`src/hw/acs_pkg.sv`:
```
// Purpose: Shared constants for the converter sequencer.
// Assumes: 8-bit register port, one 50 MHz clock.
// Notes: Offsets are byte addresses on the register port.
package acs_pkg;
   localparam logic [7:0] ACS_OFF_CHSEL = 8'hBB;
   localparam logic [7:0] ACS_OFF_CFG = 8'hBC;
   localparam logic [7:0] ACS_OFF_RESULT = 8'hBE;
   localparam logic [7:0] ACS_OFF_CTRL = 8'hE8;
   localparam logic [7:0] ACS_OFF_INT_STAT = 8'hC0;
   localparam logic [7:0] ACS_OFF_INT_MASK = 8'hC1;
   // Control register fields.
   localparam int ACS_CTRL_EN_BIT = 7;
   localparam int ACS_CTRL_LPT_BIT = 6;
   localparam int ACS_CTRL_DONE_BIT = 5;
   localparam int ACS_CTRL_BUSY_BIT = 4;
   localparam int ACS_CTRL_SRC_LSB = 0;
   // Configuration register: divider in bits 7:3.
   localparam int ACS_CFG_DIV_LSB = 3;
   // Channel select: negative input in 7:4, GND when bit 7 is set.
   localparam int ACS_CHSEL_NEG_GND_BIT = 7;
   localparam logic [7:0] ACS_CHSEL_RESET = 8'h00;
   localparam logic [4:0] ACS_DIV_RESET = 5'h1F;
   localparam logic [2:0] ACS_SRC_RESET = 3'h0;
   localparam logic [7:0] ACS_MASK_RESET = 8'h00;
   localparam logic [7:0] ACS_SAR_MSB = 8'h80;
   localparam logic [1:0] ACS_TRACK_CLOCKS = 2'h3;
   localparam logic [2:0] ACS_SAR_BITS_M1 = 3'h7;
   typedef enum logic [2:0] {
      ACS_SRC_SW = 3'b000,
      ACS_SRC_T0 = 3'b001,
      ACS_SRC_T2 = 3'b010,
      ACS_SRC_T1 = 3'b011,
      ACS_SRC_EXT = 3'b100
   } acs_src_t;
   typedef enum logic [1:0] {
      ACS_ST_IDLE = 2'b00,
      ACS_ST_TRACK = 2'b01,
      ACS_ST_CONV = 2'b10
   } acs_state_t;
endpackage : acs_pkg

```
`src/hw/acs_sequencer.sv`:
```
// Purpose: Start selection, timing and register front end of an 8-bit SAR converter.
// Assumes: Timer overflows are one-cycle pulses on clk_in; the comparator answer
//    compare_in is settled against sar_trial_out within one clock.
// Notes: Register offsets and field positions live in the package.
// Notes on behaviour
// conversion clock is system clock divided by divider field plus one, 0..31.
// start source chosen by the start source select field of control.
// software start by writing 1 to the in-progress bit.
// Timer 0, Timer 2 and Timer 1 overflows are start sources.
// external source starts on each rising edge of the external start input.
// in-progress bit is 1 during conversion, cleared on completion.
// falling edge of in-progress sets done flag and, if enabled, interrupt; a disable abort sets neither.
// result register is valid whenever done flag reads 1.
// software polls the done flag, not the in-progress bit.
// Timer 2 low overflow in 8-bit mode, high overflow in 16-bit mode.
// low-power track bit 0 tracks continuously except during conversion.
// low-power track bit 1 tracks three conversion clocks after each start.
// external start in low-power mode tracks while input low, converts on rise.
// tracking may be switched off during standby or sleep.
// software prefers low-power tracking when it changes input selections often.
// software makes the crossbar skip the shared external start pin.
// whole subsystem shut down unless converter enable is 1.
// unsigned result with GND negative input, otherwise two's complement.
// start events arriving while a conversion runs are ignored.
`timescale 1ns/1ps
module acs_sequencer (
   input wire logic clk_in,
   input wire logic rst_in,
   input wire logic [7:0] addr_in,
   input wire logic [7:0] wdata_in,
   input wire logic wr_in,
   input wire logic rd_in,
   input wire logic timer0_ovf_in,
   input wire logic timer1_ovf_in,
   input wire logic timer2_low_ovf_in,
   input wire logic timer2_high_ovf_in,
   input wire logic timer2_split_in,
   input wire logic external_start_input,
   input wire logic standby_in,
   input wire logic compare_in,
   output logic [7:0] rdata_out,
   output logic irq_out,
   output logic track_out,
   output logic power_on_out,
   output logic [7:0] sar_trial_out
);
   import acs_pkg::*;

   // The external start pin is asynchronous, so the first stage feeds only the second; the logic reads the second and third.
   logic ext_meta_reg;
   logic ext_sync_reg;
   logic ext_prev_reg;
   always_ff @(posedge clk_in) begin
      if (rst_in) begin
         ext_meta_reg <= 1'b0;
         ext_sync_reg <= 1'b0;
         ext_prev_reg <= 1'b0;
      end else begin
         ext_meta_reg <= external_start_input;
         ext_sync_reg <= ext_meta_reg;
         ext_prev_reg <= ext_sync_reg;
      end
   end

   logic [7:0] chsel_reg, chsel_next;
   logic [4:0] div_reg, div_next;
   logic [4:0] cnt_reg, cnt_next;
   logic en_reg, en_next;
   logic lpt_reg, lpt_next;
   logic done_reg, done_next;
   logic busy_reg, busy_next;
   acs_src_t src_reg, src_next;
   acs_state_t state_reg, state_next;
   logic [1:0] trk_reg, trk_next;
   logic [2:0] bit_reg, bit_next;
   logic [7:0] trial_reg, trial_next;
   logic [7:0] result_reg, result_next;
   logic [7:0] istat_reg, istat_next;
   logic [7:0] mask_reg, mask_next;
   logic [7:0] rdata_next;
   logic irq_next;
   logic track_reg, track_next;
   logic ext_rise, t2_evt, start_evt, start_ok, tick, done_evt;
   logic [7:0] code_final, res_fmt;

   always_comb begin
      ext_rise = ext_sync_reg & ~ext_prev_reg;
      t2_evt = timer2_split_in ? timer2_low_ovf_in : timer2_high_ovf_in;
      case (src_reg)
         ACS_SRC_SW: start_evt = wr_in && (addr_in == ACS_OFF_CTRL)
            && wdata_in[ACS_CTRL_BUSY_BIT];
         ACS_SRC_T0: start_evt = timer0_ovf_in;
         ACS_SRC_T2: start_evt = t2_evt;
         ACS_SRC_T1: start_evt = timer1_ovf_in;
         ACS_SRC_EXT: start_evt = ext_rise;
         default: start_evt = 1'b0;
      endcase
      // A start is only taken while idle and enabled.
      start_ok = start_evt && !busy_reg && en_reg;
      tick = (cnt_reg == div_reg);
      code_final = compare_in ? trial_reg : (trial_reg & ~(8'h01 << bit_reg));
      // The comparator gives offset binary; flipping the top bit makes it signed.
      res_fmt = chsel_reg[ACS_CHSEL_NEG_GND_BIT] ? code_final
         : {~code_final[7], code_final[6:0]};
      done_evt = (state_reg == ACS_ST_CONV) && tick && (bit_reg == 3'h0);
   end

   always_comb begin
      chsel_next = chsel_reg;
      div_next = div_reg;
      en_next = en_reg;
      lpt_next = lpt_reg;
      src_next = src_reg;
      done_next = done_reg;
      mask_next = mask_reg;
      istat_next = istat_reg;
      state_next = state_reg;
      busy_next = busy_reg;
      cnt_next = tick ? 5'h00 : cnt_reg + 5'h01;
      trk_next = trk_reg;
      bit_next = bit_reg;
      trial_next = trial_reg;
      result_next = result_reg;
      rdata_next = 8'h00;
      if (wr_in) begin
         case (addr_in)
            ACS_OFF_CHSEL: chsel_next = wdata_in;
            ACS_OFF_CFG: div_next = wdata_in[ACS_CFG_DIV_LSB +: 5];
            ACS_OFF_CTRL: begin
               en_next = wdata_in[ACS_CTRL_EN_BIT];
               lpt_next = wdata_in[ACS_CTRL_LPT_BIT];
               src_next = acs_src_t'(wdata_in[ACS_CTRL_SRC_LSB +: 3]);
               // Software may only clear the done flag, never set it.
               done_next = done_reg & wdata_in[ACS_CTRL_DONE_BIT];
            end
            ACS_OFF_INT_MASK: mask_next = wdata_in;
            default: ;
         endcase
      end
      if (rd_in) begin
         case (addr_in)
            ACS_OFF_CHSEL: rdata_next = chsel_reg;
            ACS_OFF_CFG: rdata_next = {div_reg, 3'h0};
            ACS_OFF_RESULT: rdata_next = result_reg;
            ACS_OFF_CTRL: rdata_next = {en_reg, lpt_reg, done_reg, busy_reg, 1'b0, src_reg};
            ACS_OFF_INT_STAT: begin
               rdata_next = istat_reg;
               istat_next = 8'h00;
            end
            ACS_OFF_INT_MASK: rdata_next = mask_reg;
            default: rdata_next = 8'h00;
         endcase
      end
      case (state_reg)
         ACS_ST_IDLE: begin
            if (start_ok) begin
               busy_next = 1'b1;
               cnt_next = 5'h00;
               trk_next = 2'h0;
               bit_next = ACS_SAR_BITS_M1;
               trial_next = ACS_SAR_MSB;
               // The external edge already ends the low-input tracking window.
               if (lpt_reg && (src_reg != ACS_SRC_EXT)) begin
                  state_next = ACS_ST_TRACK;
               end else begin
                  state_next = ACS_ST_CONV;
               end
            end
         end
         ACS_ST_TRACK: begin
            if (tick) begin
               trk_next = trk_reg + 2'h1;
               if (trk_reg == ACS_TRACK_CLOCKS - 2'h1) begin
                  state_next = ACS_ST_CONV;
               end
            end
         end
         ACS_ST_CONV: begin
            if (tick) begin
               bit_next = bit_reg - 3'h1;
               trial_next = code_final | ((bit_reg == 3'h0) ? 8'h00 : (8'h01 << (bit_reg - 3'h1)));
               if (bit_reg == 3'h0) begin
                  state_next = ACS_ST_IDLE;
                  busy_next = 1'b0;
                  result_next = res_fmt;
               end
            end
         end
         default: begin
            state_next = ACS_ST_IDLE;
            busy_next = 1'b0;
         end
      endcase
      if (done_evt) begin
         done_next = 1'b1;
         istat_next[0] = 1'b1;
      end
      // Disabling aborts a running conversion and raises no completion unless the last tick falls in the same cycle.
      if (!en_next) begin
         state_next = ACS_ST_IDLE;
         busy_next = 1'b0;
      end
      irq_next = |(istat_next & mask_next);
      if (!en_next || standby_in) begin
         track_next = 1'b0;
      end else if (lpt_next) begin
         track_next = (state_next == ACS_ST_TRACK)
            || ((state_next == ACS_ST_IDLE) && (src_next == ACS_SRC_EXT)
            && !ext_sync_reg);
      end else begin
         track_next = (state_next == ACS_ST_IDLE);
      end
   end

   always_ff @(posedge clk_in) begin
      if (rst_in) begin
         chsel_reg <= ACS_CHSEL_RESET;
         div_reg <= ACS_DIV_RESET;
         cnt_reg <= 5'h00;
         en_reg <= 1'b0;
         lpt_reg <= 1'b0;
         done_reg <= 1'b0;
         busy_reg <= 1'b0;
         src_reg <= acs_src_t'(ACS_SRC_RESET);
         state_reg <= ACS_ST_IDLE;
         trk_reg <= 2'h0;
         bit_reg <= 3'h0;
         trial_reg <= 8'h00;
         result_reg <= 8'h00;
         istat_reg <= 8'h00;
         mask_reg <= ACS_MASK_RESET;
         rdata_out <= 8'h00;
         irq_out <= 1'b0;
         track_reg <= 1'b0;
         power_on_out <= 1'b0;
      end else begin
         chsel_reg <= chsel_next;
         div_reg <= div_next;
         cnt_reg <= cnt_next;
         en_reg <= en_next;
         lpt_reg <= lpt_next;
         done_reg <= done_next;
         busy_reg <= busy_next;
         src_reg <= src_next;
         state_reg <= state_next;
         trk_reg <= trk_next;
         bit_reg <= bit_next;
         trial_reg <= trial_next;
         result_reg <= result_next;
         istat_reg <= istat_next;
         mask_reg <= mask_next;
         rdata_out <= rdata_next;
         irq_out <= irq_next;
         track_reg <= track_next;
         power_on_out <= en_next;
      end
   end

   assign track_out = track_reg;
   assign sar_trial_out = trial_reg;
endmodule : acs_sequencer

```
`config.mk`:
```
export PLATFORM = sky130hd
export DESIGN_NAME = acs_sequencer
export DESIGN_NICKNAME = d
export VERILOG_FILES = /design/src/hw/acs_pkg.sv /design/src/hw/acs_sequencer.sv
export SDC_FILE = /design/constraint.sdc
export NUM_CORES = 1
export LEC_CHECK = 0
export ABC_AREA = 1
export BUFFER_PORTS_ARGS = -buffer_cell sky130_fd_sc_hd__buf_2
export CAP_MARGIN = 20
export CELL_PAD_IN_SITES_DETAIL_PLACEMENT = 2
export CELL_PAD_IN_SITES_GLOBAL_PLACEMENT = 2
export CORE_ASPECT_RATIO = 1.25
export CORE_MARGIN = 2
export CORE_UTILIZATION = 25
export DETAILED_ROUTE_END_ITERATION = 10
export PLACE_DENSITY = 0.61
export SLEW_MARGIN = 20
export SYNTH_ARGS = -nofsm -noshare
export SYNTH_HDL_FRONTEND = slang
export SYNTH_SLANG_ARGS = --single-unit
export TNS_END_PERCENT = 5
```
`constraint.sdc`:
```
create_clock -name clk_in -period 2.2 [get_ports clk_in]
set_input_delay 0.11 -clock clk_in [delete_from_list [all_inputs] [get_ports clk_in]]
set_output_delay 0.11 -clock clk_in [all_outputs]
set_load 0.005 [all_outputs]
```
==> metrics <==
f_max=511 MHz; Avg WL per Cell=16.7 microns; Clk pwr share=51.2%; Yosys warning total=0; kind of critical path=register to register; All-Layer GR Usage=between 10% and 20%; Final #Nets=634; Overflow after GRT=0; Hold Path Depth=4; worst-margin pin slew=566 ps; area added between synthesis and finish=19.0%; Pins Over Slew Limit=0; #FFs+latches synth=77; Critical Path RT=2420 ps; startpoint types=register; Post-synth EDFFs=0; Syn Std Cell Area=3850 sq um; Synth Flop Type=dfxtp_1; Cells after DPL=between 700 and 800; H-Tree Depth=3; max_slew headroom=62.2%; Syn Nets=585; post-synthesis sequential area ratio=40.1%; DRT iter0 DRCs=81; WHS Endpoint=track_out; vias per inst=4.72; Starting Density=between 20% and 30%; ys async rst share=0%; Antenna Nets Post-Route=0; clk_skew=7.92 ps; I/O pin cnt=47; final count of hold timing violations=0; Max Cap Viol=0; Setup TNS Final=0 ps; fin crit period=1960 ps; CTS max path bufs=2; Core Area=15000 sq um; cts bufs inserted=9; Crit. End Element=register; vias in the first global route=3943; post-route clock period utilization=88.9%; DRT Pass-1 Iters=4; Crit Reg-Reg Endpoint=result_reg[5]; overall die height=143 microns; initial antenna violation count=0; Finish-stage setup viols=0; die area=16400 sq um; Leak=2.04 nW; syn_area_per_cell=7.01 sq um; Root Driver=clkbuf_16; antenna cells=0; Max VDD drop=0.271 mV; Pwr Density=693 nW/um^2; Cells after Synth=between 500 and 600; combinational group share of total power=under 10%; Sw Share=23.1%; Row Count=50; GP Congestion=0.765; post-DP HPWL=10200 microns; die width=roughly 110 microns; Psw=0.000734 W; outcome=finished, final reports clean; Pint=0.00244 W; Reg2Reg Depth=7; Clk pin slew, worst setup/hold paths=roughly 60 ps; layout cell share with drive strength beyond 1=17.2%; unrepaired setup endpoints after global routing=false; R2R setup slack=240 ps; Clk Latency, worst-skew pair=340 ps; Distinct cells, synth=38; final cell count without fillers=785; Flop pwr share=44.3%; worst r2r src=bit_reg[0]; CTS sink count=77; critical path arrival=~2200 ps; hold path start=standby_in; # DRC=0; largest net degree at the start of global routing=38; routed vias=~3700; global-route wire length before repair=between 20000 and 25000 microns; Hold Path Class=input pin to register; TritonCTS clock tree=yes; Post-Route WL=13100 microns; CP max FO=17; fill count=1835; port bufs=46
[cell families after synthesis]
family | share of synthesized area [%]
AOI/OAI and AO/OA | 14.9
xor gates and xnor gates | 2.28
adders and majority gates | 2.60
buffers and inverters | 9.98
DFF | 40.1
and+or+nand+nor | 30.2
[timing repair]
action                                 4_1_cts  5_1_grt
gates resized for setup                      0        0
endpoints found under the hold margin        1        0
buffers inserted                             0        0
hold buffers                                 1        0
[layout make-up]
class | count | area (sq um) | area share [%]
Timing Repair Buffer | 50 | 263 | 5.74
Tap cell | 182 | 228 | 4.97
Clock buffer | 10 | 229 | 5.00
Inverter | 82 | 308 | 6.72
Multi-Input combinational cell | 378 | 1920 | 42.0
Clock inverter | 6 | 87.6 | 1.91
Sequential cell | 77 | 1540 | 33.7
[per-layer routing]
| metal | share of wire [%] | track usage [%] | up-vias | routed length, microns |
|---|---|---|---|---|
| li1 | - | - | 1859 | - |
| met1 | 44 | 19.9 | 1791 | 5800 |
| met2 | 52 | 30.2 | 49 | 6780 |
| met3 | 3.0 | 2.72 | 9 | 392 |
| met4 | 1.2 | 4.38 | 0 | 153 |
| met5 | 0 | 0 | - | 0 |
[power by group through the flow]
stage	logic (W)	clock network, W	registers (W)
6_report	0.000141	0.00163	0.00141
3_5_place_dp	0.000144	0	0.00144
4_1_cts	0.000146	0.00167	0.00141
2_1_floorplan	0.0000723	0	0.00144
5_1_grt	0.000160	0.00174	0.00141
3_3_place_gp	0.000142	0	0.00144
[cells in the final DEF (no fill, tap or decap), drive strengths merged, types with 7 or more instances in the layout]
cell,instances
a21oi,37
buf,49
clkbuf,10
dfxtp,77
ha,8
inv,82
nand2,123
nand3,34
nand4,8
nor2,80
nor3,11
o21ai,45
o22ai,7
[cells in the mapped netlist (2+ instances only)]
cell type | number | area, sq um
nand2_4 | 3 | 33.8
dfxtp_1 | 77 | 1540
o21ai_1 | 4 | 20.0
nor2_4 | 4 | 45.0
nor3_1 | 11 | 55.1
buf_6 | 2 | 22.5
o21a_1 | 2 | 15.0
nor2_1 | 67 | 251
nand2_2 | 4 | 25.0
buf_2 | 4 | 20.0
nand4_1 | 8 | 50.1
nor2_2 | 9 | 56.3
inv_1 | 72 | 270
a21oi_1 | 36 | 180
o22ai_1 | 7 | 43.8
xor2_1 | 4 | 35.0
o21ai_2 | 4 | 35.0
nand3_1 | 30 | 150
ha_1 | 8 | 100
inv_2 | 10 | 37.5
a31oi_1 | 5 | 31.3
nand3_2 | 3 | 30.0
clkbuf_1 | 4 | 15.0
o21ai_0 | 37 | 185
xnor2_1 | 6 | 52.6
nand2_1 | 116 | 435
[metrics by stage]
stage	power (W)	hold WS [ps]	setup slack (ps)	cell area [sq um]	utilization [%]
floorplan	0.00151	217	660	3850	-
global placement	0.00158	309	295	4250	28.3
detailed placement	0.00158	336	230	4250	28.3
CTS	0.00322	13.8	205	4580	30.5
global route	0.00330	51.5	18.9	4580	30.5
finish	0.00318	18.6	244	4580	30.5
[critical path: stages (launching register included)]
cell and delay, ps:
dfxtp_1 360, inv_1 150, ha_1 240, nand2_1 200
inv_1 220, nand3_2 290, o21ai_0 310, a21oi_1 70
[how the worst max path moves through the flow]
stage,startpoint,endpoint,cells after the start
after floorplan,bit_reg[0],sar_trial_out[0],8
after CTS,bit_reg[0],result_reg[5],7
after global routing,bit_reg[0],result_reg[5],7
final,bit_reg[0],result_reg[5],7
after global placement,bit_reg[0],result_reg[5],7
after detailed placement,bit_reg[0],result_reg[5],7
Power figures use the tool's default switching activity.
